`src/common/drive_defines.svh`:
```
// Constants shared by the drive end and the controller end
`ifndef DRIVE_DEFINES_SVH
`define DRIVE_DEFINES_SVH

// ---------------------------------------------------------------
// Clock and timing
// ---------------------------------------------------------------
`define CLK_PERIOD_NS        50
`define PREP_TIME_MS         250
`define PREP_CYCLES          (`PREP_TIME_MS * 1000000 / `CLK_PERIOD_NS)
`define MIN_CYCLE_US         1000
`define MIN_CYCLE_CYCLES     (`MIN_CYCLE_US * 1000 / `CLK_PERIOD_NS)
`define INIT_CYCLES          16

// ---------------------------------------------------------------
// Shared-clock cycle codes (units of 0.25 ms)
// ---------------------------------------------------------------
`define DC_CODE_250US        8'h01
`define DC_CODE_500US        8'h02
`define DC_CODE_1MS          8'h04
`define DC_CODE_10MS         8'h28

// ---------------------------------------------------------------
// Emergency message fields
// ---------------------------------------------------------------
`define EMCY_CODE_ALARM      16'hFF00
`define EMCY_CODE_ESM        16'hA000
`define EMCY_CHANNEL         8'h02
`define EMCY_DIAG_FIRST      8'h0A
`define EMCY_ZERO_BYTE       8'h00

// ---------------------------------------------------------------
// Control word bits
// ---------------------------------------------------------------
`define CW_SWITCH_ON         0
`define CW_ENABLE_VOLTAGE    1
`define CW_QUICK_STOP_N      2
`define CW_ENABLE_OP         3
`define CW_FAULT_RESET       7

// ---------------------------------------------------------------
// Status word bits
// ---------------------------------------------------------------
`define SW_READY             0
`define SW_SWITCHED_ON       1
`define SW_OP_ENABLED        2
`define SW_FAULT             3
`define SW_VOLTAGE           4
`define SW_QUICK_STOP_N      5
`define SW_SWITCH_DISABLED   6

`endif

```
`src/common/drive_pkg.sv`:
```
// Types shared by the drive end and the controller end
package drive_pkg;
    typedef enum logic [1:0] {
        SYNC_FREE_RUN = 2'b00,
        SYNC_SM2      = 2'b01,
        SYNC_SHARED   = 2'b10
    } sync_mode_type;

    typedef enum logic [7:0] {
        ST_NOT_READY   = 8'b0000_0001,
        ST_SW_DISABLED = 8'b0000_0010,
        ST_READY       = 8'b0000_0100,
        ST_SWITCHED_ON = 8'b0000_1000,
        ST_OP_ENABLED  = 8'b0001_0000,
        ST_QUICK_STOP  = 8'b0010_0000,
        ST_FAULT_REACT = 8'b0100_0000,
        ST_FAULT       = 8'b1000_0000
    } drive_state_type;

    typedef logic [63:0] emcy_msg_type;
endpackage

```
`src/common/drive_link_if.sv`:
```
// Link between the drive and the fieldbus controller
`timescale 1ns/1ns
interface drive_link_if;
    logic                  rx_frame;     // Frame arrived (pulse)
    logic                  sync0;        // Shared-clock pulse
    logic [15:0]           control_word;
    logic [15:0]           status_word;
    logic                  safeop_req;   // Pre-Op to Safe-Op request (pulse)
    logic                  safeop_ack;   // Request granted (pulse)
    logic                  safeop_nak;   // Request refused (pulse)
    logic                  param_wr;     // Parameter write (pulse)
    logic                  param_rej;    // Parameter write refused (pulse)
    logic                  emcy_valid;
    logic                  emcy_ready;
    drive_pkg::emcy_msg_type emcy_data;

    modport drive_mp (
        input  rx_frame, sync0, control_word, safeop_req, param_wr, emcy_ready,
        output status_word, safeop_ack, safeop_nak, param_rej, emcy_valid, emcy_data
    );
    modport ctrl_mp (
        output rx_frame, sync0, control_word, safeop_req, param_wr, emcy_ready,
        input  status_word, safeop_ack, safeop_nak, param_rej, emcy_valid, emcy_data
    );
endinterface

```
`src/design/drive_end.sv`:
```
// Drive end: sync mode, emergency messages, drive state machine
`timescale 1ns/1ns
`include "drive_defines.svh"

// Behaviour
// RQ1: Free run steps without bus, cycle >=1ms
// RQ2: SM2 mode steps on each receive frame
// RQ3: Controller keeps SM2 cycle at least 1ms
// RQ4: Shared-clock cycle 0.25, 0.5, 1..10 ms
// RQ5: Shared-clock mode steps on each sync0
// RQ6: One emergency per error while it persists
// RQ7: Emergency message is eight bytes
// RQ8: Alarm emergency code is FF00h
// RQ9: Byte 2 carries error register
// RQ10: Byte 4 alarm code, others zero
// RQ11: Safe-Op failure sends A000h, 02h, 0Ah
// RQ12: Refuse Safe-Op on bad cycle or mapping
// RQ13: Control word drives, status word reports
// RQ14: Initialising: unexcited, parameter writes refused
// RQ15: Excite only when operation enabled; code also excites in quick stop and fault reaction
// RQ16: Quick stop keeps motor excited while stopping
// RQ17: Alarm: fault reaction, then fault while alarm
// RQ18: Preparation takes 250 ms after enabling
// RQ19: No rotation before preparation finishes
// RQ20: Controller waits 250 ms or command ready
// RQ21: Leave not-ready on init completion
// RQ22: Per-error sent flag clears when error goes
module drive_end #(
    parameter int PREP_CYCLES_P = `PREP_CYCLES
) (
    input  wire logic                    ref_clk_in,
    input  wire logic                    resetn_in,
    drive_link_if.drive_mp               link,
    input  wire drive_pkg::sync_mode_type sync_mode_in,
    input  wire logic [7:0]              dc_cycle_code_in,
    input  wire logic                    map_bad_in,
    input  wire logic                    map_dir_bad_in,
    input  wire logic                    alarm_in,
    input  wire logic [7:0]              alarm_code_in,
    input  wire logic [7:0]              error_reg_in,
    input  wire logic                    stop_done_in,
    input  wire logic                    op_cmd_in,
    output logic                         app_step_out,
    output logic                         motor_excited_out,
    output logic                         drive_command_ready_out,
    output logic                         rotate_out
);
    import drive_pkg::*;

    // ---------------------------------------------------------------
    // Registers
    // ---------------------------------------------------------------
    drive_state_type state_ff, nxt_state;
    logic [4:0]      init_cnt_ff;
    logic [31:0]     prep_cnt_ff;
    logic [15:0]     free_cnt_ff;
    logic            fr_prev_ff;
    logic            alarm_sent_ff;
    logic            esm_pend_ff;
    logic            emcy_valid_ff;
    emcy_msg_type    emcy_data_ff;
    logic            rotate_ff;
    logic            ack_ff, nak_ff, rej_ff;
    logic [15:0]     sw_ff;

    // ---------------------------------------------------------------
    // Decode
    // ---------------------------------------------------------------
    wire logic [15:0] cw        = link.control_word;
    wire logic init_done        = (init_cnt_ff == 5'(`INIT_CYCLES));
    wire logic cmd_shutdown     = cw[`CW_QUICK_STOP_N] & cw[`CW_ENABLE_VOLTAGE] & ~cw[`CW_SWITCH_ON];
    wire logic cmd_switch_on    = cw[`CW_QUICK_STOP_N] & cw[`CW_ENABLE_VOLTAGE] & cw[`CW_SWITCH_ON];
    wire logic cmd_enable       = cmd_switch_on & cw[`CW_ENABLE_OP];
    wire logic cmd_disable_v    = ~cw[`CW_ENABLE_VOLTAGE];
    wire logic cmd_quick_stop   = ~cw[`CW_QUICK_STOP_N] & cw[`CW_ENABLE_VOLTAGE];
    wire logic fault_reset_edge = cw[`CW_FAULT_RESET] & ~fr_prev_ff;
    wire logic prep_done        = (prep_cnt_ff >= 32'(PREP_CYCLES_P));
    // Whole milliseconds land on multiples of four quarter-ms units
    wire logic dc_ok            = (dc_cycle_code_in == `DC_CODE_250US) | (dc_cycle_code_in == `DC_CODE_500US) |
                                  ((dc_cycle_code_in >= `DC_CODE_1MS) & (dc_cycle_code_in <= `DC_CODE_10MS) &
                                   (dc_cycle_code_in[1:0] == 2'b00));                           // see RQ4
    wire logic safeop_bad       = ((sync_mode_in == SYNC_SHARED) & ~dc_ok) | map_bad_in | map_dir_bad_in; // see RQ12
    wire logic free_tick        = (free_cnt_ff == 16'(`MIN_CYCLE_CYCLES - 1));

    // ---------------------------------------------------------------
    // Application step selection
    // ---------------------------------------------------------------
    always_comb begin
        unique case (sync_mode_in)
            SYNC_SM2:    app_step_out = link.rx_frame;   // see RQ2
            SYNC_SHARED: app_step_out = link.sync0;      // see RQ5
            default:     app_step_out = free_tick;       // see RQ1
        endcase
    end

    // Own 1 ms tick, independent of the bus
    always_ff @(posedge ref_clk_in) begin
        if (!resetn_in || free_tick) begin
            free_cnt_ff <= 16'h0000;
        end else begin
            free_cnt_ff <= free_cnt_ff + 16'h0001; // see RQ1
        end
    end

    // ---------------------------------------------------------------
    // Drive state machine
    // ---------------------------------------------------------------
    always_comb begin
        nxt_state = state_ff;
        if (alarm_in && (state_ff != ST_NOT_READY) && (state_ff != ST_FAULT) && (state_ff != ST_FAULT_REACT)) begin
            nxt_state = ST_FAULT_REACT;                                    // see RQ17
        end else begin
            unique case (state_ff)
                ST_NOT_READY:   if (init_done) nxt_state = ST_SW_DISABLED; // see RQ21
                ST_SW_DISABLED: if (cmd_shutdown) nxt_state = ST_READY;
                ST_READY: begin
                    if (cmd_disable_v || cmd_quick_stop) nxt_state = ST_SW_DISABLED;
                    else if (cmd_enable) nxt_state = ST_OP_ENABLED;
                    else if (cmd_switch_on) nxt_state = ST_SWITCHED_ON;
                end
                ST_SWITCHED_ON: begin
                    if (cmd_disable_v || cmd_quick_stop) nxt_state = ST_SW_DISABLED;
                    else if (cmd_shutdown) nxt_state = ST_READY;
                    else if (cmd_enable) nxt_state = ST_OP_ENABLED;
                end
                ST_OP_ENABLED: begin
                    if (cmd_disable_v) nxt_state = ST_SW_DISABLED;
                    else if (cmd_quick_stop) nxt_state = ST_QUICK_STOP;    // see RQ16
                    else if (cmd_shutdown) nxt_state = ST_READY;
                    else if (!cw[`CW_ENABLE_OP]) nxt_state = ST_SWITCHED_ON;
                end
                ST_QUICK_STOP:  if (stop_done_in || cmd_disable_v) nxt_state = ST_SW_DISABLED;
                ST_FAULT_REACT: if (stop_done_in) nxt_state = ST_FAULT;    // see RQ17
                ST_FAULT:       if (fault_reset_edge && !alarm_in) nxt_state = ST_SW_DISABLED;
                default:        nxt_state = ST_NOT_READY;
            endcase
        end
    end

    always_ff @(posedge ref_clk_in) begin
        if (!resetn_in) begin
            state_ff    <= ST_NOT_READY;
            init_cnt_ff <= 5'h00;
            fr_prev_ff  <= 1'b0;
        end else begin
            state_ff    <= nxt_state;                     // see RQ13
            fr_prev_ff  <= cw[`CW_FAULT_RESET];
            if (!init_done) init_cnt_ff <= init_cnt_ff + 5'h01;
        end
    end

    // ---------------------------------------------------------------
    // Motor and preparation
    // ---------------------------------------------------------------
    // Excited in op-enabled, quick stop and fault reaction only
    assign motor_excited_out = (state_ff == ST_OP_ENABLED) | (state_ff == ST_QUICK_STOP) |
                               (state_ff == ST_FAULT_REACT);              // see RQ15
    assign drive_command_ready_out = (state_ff == ST_OP_ENABLED) & prep_done; // see RQ18
    assign rotate_out = rotate_ff;

    // Counter saturates so the ready flag holds
    always_ff @(posedge ref_clk_in) begin
        if (!resetn_in || state_ff != ST_OP_ENABLED) begin
            prep_cnt_ff <= 32'h0000_0000;
            rotate_ff   <= 1'b0;
        end else begin
            if (!prep_done) prep_cnt_ff <= prep_cnt_ff + 32'h0000_0001;   // see RQ18
            // Early commands are dropped, not queued
            if (op_cmd_in && prep_done) rotate_ff <= 1'b1;                 // see RQ19
        end
    end

    // ---------------------------------------------------------------
    // Status word
    // ---------------------------------------------------------------
    always_ff @(posedge ref_clk_in) begin
        if (!resetn_in) begin
            sw_ff <= 16'h0000;
        end else begin
            sw_ff <= 16'h0000;
            sw_ff[`SW_READY]           <= state_ff inside {ST_READY, ST_SWITCHED_ON, ST_OP_ENABLED, ST_QUICK_STOP};
            sw_ff[`SW_SWITCHED_ON]     <= state_ff inside {ST_SWITCHED_ON, ST_OP_ENABLED, ST_QUICK_STOP};
            sw_ff[`SW_OP_ENABLED]      <= state_ff inside {ST_OP_ENABLED, ST_QUICK_STOP};
            sw_ff[`SW_FAULT]           <= state_ff inside {ST_FAULT, ST_FAULT_REACT};
            sw_ff[`SW_VOLTAGE]         <= motor_excited_out;
            sw_ff[`SW_QUICK_STOP_N]    <= (state_ff != ST_QUICK_STOP);
            sw_ff[`SW_SWITCH_DISABLED] <= (state_ff == ST_SW_DISABLED);  // see RQ13
        end
    end
    assign link.status_word = sw_ff;

    // ---------------------------------------------------------------
    // Safe-Op requests and parameter writes
    // ---------------------------------------------------------------
    always_ff @(posedge ref_clk_in) begin
        if (!resetn_in) begin
            ack_ff <= 1'b0;
            nak_ff <= 1'b0;
            rej_ff <= 1'b0;
        end else begin
            ack_ff <= link.safeop_req & ~safeop_bad;
            nak_ff <= link.safeop_req & safeop_bad;                        // see RQ12
            rej_ff <= link.param_wr & (state_ff == ST_NOT_READY);          // see RQ14
        end
    end
    assign link.safeop_ack = ack_ff;
    assign link.safeop_nak = nak_ff;
    assign link.param_rej  = rej_ff;

    // ---------------------------------------------------------------
    // Emergency messages
    // ---------------------------------------------------------------
    // Alarm wins a tie; an ESM report waits in a pending flag
    wire logic alarm_due = alarm_in & ~alarm_sent_ff;                       // see RQ6
    wire logic load     = ~emcy_valid_ff & (alarm_due | esm_pend_ff);
    wire logic taken    = emcy_valid_ff & link.emcy_ready;
    wire emcy_msg_type alarm_msg = {`EMCY_ZERO_BYTE, `EMCY_ZERO_BYTE, `EMCY_ZERO_BYTE, alarm_code_in,
                                    `EMCY_ZERO_BYTE, error_reg_in,
                                    `EMCY_CODE_ALARM};                      // see RQ8 see RQ9 see RQ10
    wire emcy_msg_type esm_msg   = {`EMCY_ZERO_BYTE, `EMCY_ZERO_BYTE, `EMCY_ZERO_BYTE, `EMCY_ZERO_BYTE,
                                    `EMCY_DIAG_FIRST, `EMCY_CHANNEL,
                                    `EMCY_CODE_ESM};                        // see RQ11

    always_ff @(posedge ref_clk_in) begin
        if (!resetn_in) begin
            alarm_sent_ff <= 1'b0;
            esm_pend_ff   <= 1'b0;
            emcy_valid_ff <= 1'b0;
            emcy_data_ff  <= 64'h0000_0000_0000_0000;
        end else begin
            if (!alarm_in) alarm_sent_ff <= 1'b0;                          // see RQ22
            else if (load && alarm_due) alarm_sent_ff <= 1'b1;             // see RQ22
            // New refusal beats the clear of the pending flag
            if (link.safeop_req && safeop_bad) esm_pend_ff <= 1'b1;        // see RQ11
            else if (load && !alarm_due) esm_pend_ff <= 1'b0;
            if (load) begin
                emcy_valid_ff <= 1'b1;
                emcy_data_ff  <= alarm_due ? alarm_msg : esm_msg;          // see RQ7
            end else if (taken) begin
                emcy_valid_ff <= 1'b0;
            end
        end
    end
    assign link.emcy_valid = emcy_valid_ff;
    assign link.emcy_data  = emcy_data_ff;
endmodule

```
`src/flat_wrapper.sv`:
```
// flat-port wrapper written by rule: the top's interface ports become plain ports
module drive_end_flat import drive_pkg::*;
#(
    parameter int PREP_CYCLES_P = `PREP_CYCLES
)
  (ref_clk_in, resetn_in, sync_mode_in, dc_cycle_code_in, map_bad_in, map_dir_bad_in, alarm_in, alarm_code_in, error_reg_in, stop_done_in, op_cmd_in, app_step_out, motor_excited_out, drive_command_ready_out, rotate_out, link_rx_frame, link_sync0, link_control_word, link_safeop_req, link_param_wr, link_emcy_ready, link_status_word, link_safeop_ack, link_safeop_nak, link_param_rej, link_emcy_valid, link_emcy_data);
  drive_link_if link_i ();
  input  wire logic ref_clk_in;
  input  wire logic resetn_in;
  input  wire drive_pkg::sync_mode_type sync_mode_in;
  input  wire logic [7:0] dc_cycle_code_in;
  input  wire logic map_bad_in;
  input  wire logic map_dir_bad_in;
  input  wire logic alarm_in;
  input  wire logic [7:0] alarm_code_in;
  input  wire logic [7:0] error_reg_in;
  input  wire logic stop_done_in;
  input  wire logic op_cmd_in;
  output logic app_step_out;
  output logic motor_excited_out;
  output logic drive_command_ready_out;
  output logic rotate_out;
  input wire logic [$bits(link_i.rx_frame)-1:0] link_rx_frame;
  input wire logic [$bits(link_i.sync0)-1:0] link_sync0;
  input wire logic [$bits(link_i.control_word)-1:0] link_control_word;
  input wire logic [$bits(link_i.safeop_req)-1:0] link_safeop_req;
  input wire logic [$bits(link_i.param_wr)-1:0] link_param_wr;
  input wire logic [$bits(link_i.emcy_ready)-1:0] link_emcy_ready;
  output wire logic [$bits(link_i.status_word)-1:0] link_status_word;
  output wire logic [$bits(link_i.safeop_ack)-1:0] link_safeop_ack;
  output wire logic [$bits(link_i.safeop_nak)-1:0] link_safeop_nak;
  output wire logic [$bits(link_i.param_rej)-1:0] link_param_rej;
  output wire logic [$bits(link_i.emcy_valid)-1:0] link_emcy_valid;
  output wire logic [$bits(link_i.emcy_data)-1:0] link_emcy_data;
  assign link_i.rx_frame = link_rx_frame;
  assign link_i.sync0 = link_sync0;
  assign link_i.control_word = link_control_word;
  assign link_i.safeop_req = link_safeop_req;
  assign link_i.param_wr = link_param_wr;
  assign link_i.emcy_ready = link_emcy_ready;
  assign link_status_word = link_i.status_word;
  assign link_safeop_ack = link_i.safeop_ack;
  assign link_safeop_nak = link_i.safeop_nak;
  assign link_param_rej = link_i.param_rej;
  assign link_emcy_valid = link_i.emcy_valid;
  assign link_emcy_data = link_i.emcy_data;
  drive_end #(.PREP_CYCLES_P(PREP_CYCLES_P)) u_core (.ref_clk_in(ref_clk_in), .resetn_in(resetn_in), .link(link_i), .sync_mode_in(sync_mode_in), .dc_cycle_code_in(dc_cycle_code_in), .map_bad_in(map_bad_in), .map_dir_bad_in(map_dir_bad_in), .alarm_in(alarm_in), .alarm_code_in(alarm_code_in), .error_reg_in(error_reg_in), .stop_done_in(stop_done_in), .op_cmd_in(op_cmd_in), .app_step_out(app_step_out), .motor_excited_out(motor_excited_out), .drive_command_ready_out(drive_command_ready_out), .rotate_out(rotate_out));
endmodule
```
`config.mk`:
```
export PLATFORM = sky130hd
export DESIGN_NAME = drive_end_flat
export DESIGN_NICKNAME = d
export VERILOG_FILES = /design/src/common/drive_pkg.sv /design/src/common/drive_link_if.sv /design/src/design/drive_end.sv /design/src/flat_wrapper.sv
export VERILOG_INCLUDE_DIRS = /design/src /design/src/common
export SDC_FILE = /design/constraint.sdc
export NUM_CORES = 1
export LEC_CHECK = 0
export ABC_CLOCK_PERIOD_IN_PS = 1900
export BUFFER_PORTS_ARGS = -buffer_cell sky130_fd_sc_hd__buf_2
export CAP_MARGIN = 20
export CORE_MARGIN = 2
export CORE_UTILIZATION = 41
export DETAILED_ROUTE_END_ITERATION = 10
export PLACE_DENSITY = 0.69
export SKIP_LAST_GASP = 1
export SYNTH_ARGS = -nofsm -noshare
export SYNTH_HDL_FRONTEND = slang
export SYNTH_SLANG_ARGS = --single-unit
```
`constraint.sdc`:
```
create_clock -name ref_clk_in -period 1.9 [get_ports ref_clk_in]
set_input_delay 0.19 -clock ref_clk_in [delete_from_list [all_inputs] [get_ports ref_clk_in]]
set_output_delay 0.19 -clock ref_clk_in [all_outputs]
set_load 0.05 [all_outputs]
```
; ---- After elaboration in Yosys (flattened, before gate mapping)
; Cells that the tools add are included.
[totals]
ff_bits = 149
elab_cells = 138
[op_classes]
n_addsub = 3
order_cmp = 3
n_eq_ne = 35
n_mux = 23
bitwise_logic = 32
n_reduce_logical = 26
[ops]
columns = operator, n
row1 = 2-to-1 mux 8 bit, 15
row2 = one-hot mux 8 bit (8 select lines), 1
row3 = 2-to-1 mux 40 bit, 1
row4 = adder 32 x 1 -> 32 bit (second input constant), 1
row5 = greater-or-equal comparator 32 x 23 -> 1 bit (second input constant), 1
row6 = adder 16 x 1 -> 16 bit (second input constant), 1
row7 = bitwise AND 1 bit, 16
row8 = equality test 16 x 15 -> 1 bit (second input constant), 1
row9 = equality test 8 x 1 -> 1 bit (second input constant), 2
row10 = equality test 8 x 2 -> 1 bit (second input constant), 2
row11 = AND reduction 8 bit, 2
row12 = != test 3 x 1 -> 1 bit (second input constant), 4
row13 = != test 5 x 1 -> 1 bit (second input constant), 2
row14 = NOT 1 bit, 9
row15 = equality test 8 x 3 -> 1 bit (second input constant), 1
row16 = equality test 8 x 4 -> 1 bit (second input constant), 1
row17 = equality test 8 x 5 -> 1 bit (second input constant), 1
row18 = equality test 8 x 6 -> 1 bit (second input constant), 1
row19 = equality test 8 x 7 -> 1 bit (second input constant), 1
row20 = equality test 8 bit (second input constant), 1
row21 = greater-or-equal comparator 8 x 3 -> 1 bit (second input constant), 1
row22 = less-or-equal comparator 8 x 6 -> 1 bit (second input constant), 1
row23 = logical AND 1 bit, 8
row24 = != test 2 x 1 -> 1 bit (second input constant), 4
row25 = 26 further kinds, 44

; ---- Logic depth before layout (Yosys ltp)
; Gate-level depths: netlist (run 1).
[depth]
word_depth = 10
mapped_depth = 8
ltp_nobuf = 8

; ---- Worst setup path after synthesis (run 1)
; No wires, ideal clock.
[synth_path]
kind = flip-flop to flip-flop
start = register u_core.state_ff[2]
end = register u_core.state_ff[0]
arrival_ns = 2.169
path_slack_ns = -0.410
stages_incl_launch_ff = 8
path_cell_list = dfxtp_1 -> buf_4 -> or4_4 -> or3_1 -> or2_4 -> nand2_1 -> nand4bb_1 -> o221ai_1
[synth_between]
elab_chain_cells = 6
[synth_lines]
columns = element, line
row1 = start: declaration, drive_end.sv:53  ; drive_state_type state_ff, nxt_state;
row2 = start signal: assignment, drive_end.sv:146  ; state_ff <= nxt_state;
row3 = != test 8 x 1 -> 1 bit, drive_end.sv:110  ; if (alarm_in && (state_ff != ST_NOT_READY) && (state_ff != ST_FAULT) && (state_ff != ST_FAULT_REACT)) begin
row4 = logical AND 1 bit (3 in series), drive_end.sv:110
row5 = != test 6 x 3 -> 1 bit (no source line) (tied with other cells), -
row6 = AND reduction 8 bit (no source line), -
; Parallel ways exist; a longest one is shown, timed or not.
; A chain may end at the register's enable or synchronous reset.

; ---- Worst setup path in the final report (run 1)
[layout_path]
start = register u_core.state_ff[2]
end = output motor_excited_out
[layout_between]
elab_chain_cells = 3
[layout_lines]
columns = element, line
row1 = equality test 8 x 5 -> 1 bit / equality test 8 x 6 -> 1 bit (equally long branches), drive_end.sv:156  ; assign motor_excited_out = (state_ff == ST_OP_ENABLED) | (state_ff == ST_QUICK_STOP) |
row2 = OR 1 bit, drive_end.sv:156
row3 = OR 1 bit (*), drive_end.sv:156
row4 = end: declaration, flat_wrapper.sv:20  ; output logic motor_excited_out;
; Every way passes the cells marked *; elsewhere a longest branch is shown, timed or not.

==> results of run 1 <==
-- cells in the final DEF (no fill, tap or decap), types with 11 or more instances in the layout --
master | netlist | layout
and3_1 | 14 | 14
nand2_1 | 41 | 40
nand3_1 | 37 | 36
a21oi_2 | 0 | 13
or3_1 | 18 | 12
nor2_1 | 41 | 35
buf_4 | 55 | 69
a21oi_1 | 27 | 14
o21ai_0 | 19 | 17
buf_6 | 1 | 11
inv_1 | 16 | 16
conb_1 | 1 | 47
nor2b_1 | 11 | 11
dfxtp_1 | 95 | 82
a21boi_0 | 19 | 17
dfxtp_2 | 0 | 11
buf_2 | 0 | 80
-- flip-flops by register name, summed over array words and instances (netlist names), 5 cells and up --
| name | flops |
|---|---|
| u_core.prep_cnt_ff | 32 |
| u_core.link.emcy_data | 19 |
| u_core.free_cnt_ff | 16 |
| u_core.state_ff | 8 |
| u_core.link.status_word | 7 |
| u_core.init_cnt_ff | 5 |
-- through the flow --
step	hold WS, ns	cells	TNS, ns	util, %	power [uW]
floorplan	0.306	594	-1.53	-	3150
global placement	0.411	802	-1.03	49.7	3360
detailed placement	0.428	802	-1.82	49.7	3390
CTS	0.0616	832	-1.51	54.6	5280
global route	0.0687	837	-3.95	57.0	5520
finish	0.0675	837	-1.79	57.0	5310
-- metal layers --
metal  wire [um]  share of wire (%)
met2        5590                 50
met5           0                  0
met4         193                1.7
met1        4830                 43
met3         580                5.2
-- path summary, 6_finish.rpt --
check	from	end	slack (ns)	cells past startpoint
setup / recovery	u_core.state_ff[2]	motor_excited_out	-0.33	5
hold reg to reg	u_core.alarm_sent_ff	u_core.alarm_sent_ff	0.45	2
hold / removal	link_control_word[7]	u_core.fr_prev_ff	0.07	2
setup reg to reg	u_core.state_ff[2]	u_core.state_ff[4]	-0.25	7
-- critical path, delay by kind of cell (launching register included) --
family,cells,cell delay (ns)
and+or+nand+nor,4,1.24
DFF,1,0.32
buffers and inverters,1,0.14
-- cells by family (layout without fill, tap and decap cells) --
group / count (synthesis) / after routing / synth area share, %
fa+ha+maj: 7 / 7 / 1.88
buf+inv: 92 / 195 / 12.0
mux: 6 / 6 / 1.29
flops: 95 / 95 / 40.8
other cells: 1 / 47 / 0.0805
xor+xnor: 18 / 18 / 3.38
simple gates: 236 / 236 / 27.5
compound gates: 93 / 93 / 13.0
-- area by class of cell --
type                            count  area, um^2
Fill cell                         949        4720
Multi-Input combinational cell    407        2690
Sequential cell                    95        1920
Timing Repair Buffer              164        1110
Clock buffer                        9         225
Tap cell                          140         175
Clock inverter                      6        75.1
Inverter                           16        60.1
-- timing repair --
| item | CTS | global route |
|---|---|---|
| buffers inserted | 15 | 6 |
| gates resized for setup | 29 | 59 |
| setup endpoints to repair | 27 | 40 |
| pin swaps | 24 | 35 |
-- where the power goes --
group,internal (uW),switching (uW)
Sequential,2070,51.9
Combinational,455,878
Clock,1040,817
Total,3560,1750
==> impl_results.md, run 1 <==
- Violated checks: negative setup slack
- CP required: 1.71 ns
- Cells along the critical path: or4_4 -> or3_4 -> or2_4 -> nand2_8 -> buf_8
- Share of layout cells above drive strength 1: 36.3%
- CP max-delay cell: or4_4
- Hold crit path type: in2reg
- Final worst path period need: 2.23 ns
- M1 GR Usage: 20.9%
- Dpl hpwl: 7600 um
- Die Height: 111 um
- CP Launch Type: flop
- Worst vdd ir: 0.615 mV
- Post-route DRC: 0
- Clock transition at path regs: 0.07 ns
- Routed len/inst: 13.4 um
- Final Cell Area: 6260 um^2
- Max Cap Violations: 0
- GP Congestion: 0.895
- Global-route wire length before repair: 18,000 um
- Outcome: finished, violations left
- Final Max Slew Viols: 0
- Layout Skew: 0.00691 ns
- Full die area: 12,200 um^2
- Area share of the largest cell type after synthesis: 40.8%
- Worst setup margin: -0.335 ns
- Initial antenna violation count: 0
- Final Hold Fails: 0
- Top cells by area, synth: dfxtp_1 (41%), buf_4 (8.9%), nand3_1 (4.0%)
- Tot GR Track Use: 17.1%
- Port bufs: 83
- Row cnt: 38
- Synth Area per Inst: 8.50 um^2
- CP arrival: 2.04 ns
- Register bit total from synthesis: 95
- Vias/cell: 5.11
- Met2 GRT Util: 30.0%
- Pwr/cell area: 848 nW/um^2
- Yosys top cell by area: dfxtp_1
- Grt total ovfl: 0
- Setup violators final: 13
- H-tree depth: 3
- Pin slew with the least headroom to its limit: 0.606 ns
- Placed Area: 5460 um^2
- Area Overhead vs Synth: 34.3%
- Top cells by count, synth: dfxtp_1 (95), buf_4 (55), nand2_1 (41), nor2_1 (41), nand3_1 (37)
- Core area: 11,000 um^2
- DR iter-0 viols: 146
- GR peak layer: met2
- Post-CTS Hold Fix Bufs: 0
- Initial Utilization: 42.4%
- Pin count of the biggest net entering global routing: 23
- Clk root buf: clkbuf_16
- Layout Nets: 754
- Drt total wl: 11,200 um
- Antenna Diode Count: 0
- Fin crit share: 118%
- Synth cell types: 58
- P_leak: 0.00259 uW
- Drt first pass iters: 4
- Critical path class: reg2out
- CTS Buf Count: 9
- Clock Latency Late Sink: 0.35 ns
- Post-Syn Area: 4660 um^2
- # IOs: 142
- Sequential-to-total area share from yosys stat: 40.8%
- FFs w/ async S/R, synth: 0%
- Max FO, Critical Path: 3
- Top-count cell post-synth: dfxtp_1
- CTS tree: done
- Sink Count: 95
- Vias after detailed routing: 4,277
- Vias in the first global route: 4,043
- Pre-CTS setup slack: -0.205 ns
- Fmax: 448 MHz
- Clk buf depth: 2
- RSZ-0062 raised after global routing: true
- Post-synth EDFFs: 0
- Die X: 111 um
- Yosys synthesis warning count: 0
- Slew margin rel.: 59.6%
- Met3 usage: 3.73%
- Worst Setup End Kind: output port
- Primary FF master, synth: dfxtp_1
- Crit path largest cell delay: 0.54 ns
- Post-Synthesis Cells: 548
- Routed Antenna Nets: 0
No activity file was read; power rests on OpenSTA's default activity.
==> run 2: changes to the inputs <==
--- a/config.mk
+++ b/config.mk
@@ -13,6 +13,7 @@
 export CORE_UTILIZATION = 41
 export DETAILED_ROUTE_END_ITERATION = 10
 export PLACE_DENSITY = 0.69
+export REMOVE_ABC_BUFFERS = 1
 export SKIP_LAST_GASP = 1
 export SYNTH_ARGS = -nofsm -noshare
 export SYNTH_HDL_FRONTEND = slang
==> run 2 against run 1 <==
The flow still finishes with violations (negative setup slack). Final area shrank 1.1%. Combinational power is 5% lower. Sequential share of layout area increased by 0.23 points. First-iteration DRC count down 25%. Clock power rose by 7%. Clock-buffer cell count grew 2. Critical path type unchanged. Fmax increased by 0.58%. Routed wire length decreased by 0.21%. Via count fell by 2.3%. Setup slack better by 0.013 ns.
==> impl_results.md, run 2 (synthesis gave the netlist of run 1 again) <==
- Final Max Slew Viols: 0
- Sink Count: 95
- Grt total ovfl: 0
- Placed Area: 5310 um^2
- Final Cell Area: 6190 um^2
- CP Launch Type: flop
- Antenna Diode Count: 0
- Max Cap Violations: 0
- Critical path class: reg2out
- Share of layout cells above drive strength 1: 34.4%
- Pin slew with the least headroom to its limit: 0.515 ns
- Drt first pass iters: 5
- Routed len/inst: 13.4 um
- Final Hold Fails: 0
- Routed Antenna Nets: 0
- Clock Latency Late Sink: 0.33 ns
- Commonest non-fill, non-tap cells in the layout: dfxtp_1 (83), buf_2 (80), buf_4 (61), conb_1 (47)
- Biggest register: u_core.prep_cnt_ff
- Full die area: 12,200 um^2
- CTS Buf Count: 9
- Tot GR Track Use: 17.7%
- Worst vdd ir: 0.627 mV
- Pwr/cell area: 867 nW/um^2
- Post-CTS Hold Fix Bufs: 0
- Fmax: 450 MHz
- CP max-delay cell: or4_4
- Cells along the critical path: or4_4 -> or3_4 -> or2_4 -> nand2_4 -> buf_8
- GP Congestion: 0.837
- WHS Path Cells: 2
- Initial Utilization: 42.4%
- Hold crit path type: in2reg
- Worst Setup End Kind: output port
- Slew margin rel.: 65.6%
- Clk buf depth: 2
- DP Cell Count: 790
- Layout Nets: 747
- Fin util: 56.4%
- Die Height: 111 um
- RSZ-0062 raised after global routing: true
- Vias/cell: 5.03
- FF-to-FF path depth: 8
- Die X: 111 um
- Worst setup margin: -0.322 ns
- Fin crit share: 117%
- P_leak: 0.00257 uW
- Violated checks: negative setup slack
- Post-Layout Cell Count: 831
- CP arrival: 2.03 ns
- # IOs: 142
- Final worst path period need: 2.22 ns
- Setup violators final: 22
- Outcome: finished, violations left
- Initial antenna violation count: 0
- Pin count of the biggest net entering global routing: 31
- Dpl hpwl: 7600 um
- Max FO, Critical Path: 3
- Hold_ws: 0.0817 ns
- DR iter-0 viols: 110
- Port bufs: 83
- Vias in the first global route: 3,966
- Pre-CTS setup slack: -0.160 ns
- Max FFs per register: 32
- Area Overhead vs Synth: 32.9%
- Commonest non-fill, non-tap cell in the layout: dfxtp_1
- Clk root buf: clkbuf_16
- Core area: 11,000 um^2
- Vias after detailed routing: 4,177
- Post-route DRC: 0
- Layout Skew: 0.00792 ns
- Global-route wire length before repair: 18,200 um
- H-tree depth: 3
- Row cnt: 38
- Crit path largest cell delay: 0.55 ns
- CTS tree: done
- CP required: 1.71 ns
- Clock transition at path regs: 0.07 ns
- Drt total wl: 11,200 um
[run 2: changes by cell type in the layout (fill, tap and decap cells not counted), moves of 2 or more]
cell,change
or4_4,-2
dfxtp_4,-2
clkbuf_8,+2
buf_4,-8
or3_1,-2
or4_1,+2
a21oi_2,-2
a21oi_1,+2
or3_4,+2
clkinv_2,+2
nor2_1,+5
buf_6,+2
nor2_2,-4
inv_6,-2
[run 2: per-stage QoR]
stage | total power, uW | TNS [ns]
after floorplan | 2970 | -13.12
after global placement | 3280 | -0.640
after CTS | 5370 | -2.95
after detailed placement | 3300 | -1.44
after global routing | 5590 | -6.23
final | 5370 | -3.31
[run 2: final timing paths]
path | slack [ns] | to | start
min | 0.08 | u_core.fr_prev_ff | link_control_word[7]
max reg2reg | -0.24 | u_core.state_ff[1] | u_core.state_ff[1]
max | -0.32 | motor_excited_out | u_core.state_ff[1]
min reg2reg | 0.44 | u_core.alarm_sent_ff | u_core.alarm_sent_ff
[run 2: timing repair]
| item | in CTS | in global routing |
|---|---|---|
| gates cloned | 1 | 0 |
| pin swaps | 35 | 38 |
| endpoints found under the hold margin | 0 | 0 |
| setup buffers | 21 | 6 |
| resized for setup | 45 | 42 |
| setup endpoints to repair | 30 | 39 |
[run 2: routing by layer]
layer | share of wire, % | global-route usage [%] | vias up
li1 | - | - | 2091
met1 | 43 | 21.0 | 1978
met2 | 52 | 31.8 | 94
met3 | 4.3 | 3.79 | 14
met4 | 1.5 | 5.67 | 0
met5 | 0 | 0 | -
[run 2: critical path: cells and delay by family, from the launching register on]
kind                   cells  cell delay, ns
buffers and inverters      1            0.14
and+or+nand+nor            4            1.23
DFF                        1            0.32
[run 2: area by class of cell]
| class | count | area [um^2] |
|---|---|---|
| clock buffers | 11 | 253 |
| inverters | 16 | 60.1 |
| repair buffers | 157 | 1050 |
| flip-flops and latches | 95 | 1920 |
| fillers | 946 | 4790 |
| multi-input cells | 407 | 2650 |
| well taps | 140 | 175 |
| clock inverters | 5 | 78.8 |
[run 2: report_power, final]
part           internal (uW)  switching, uW  total, uW
Sequential              2070           57.6       2130
Clock                   1230            755       1980
Combinational            413            844       1260
Total                   3710           1660       5370
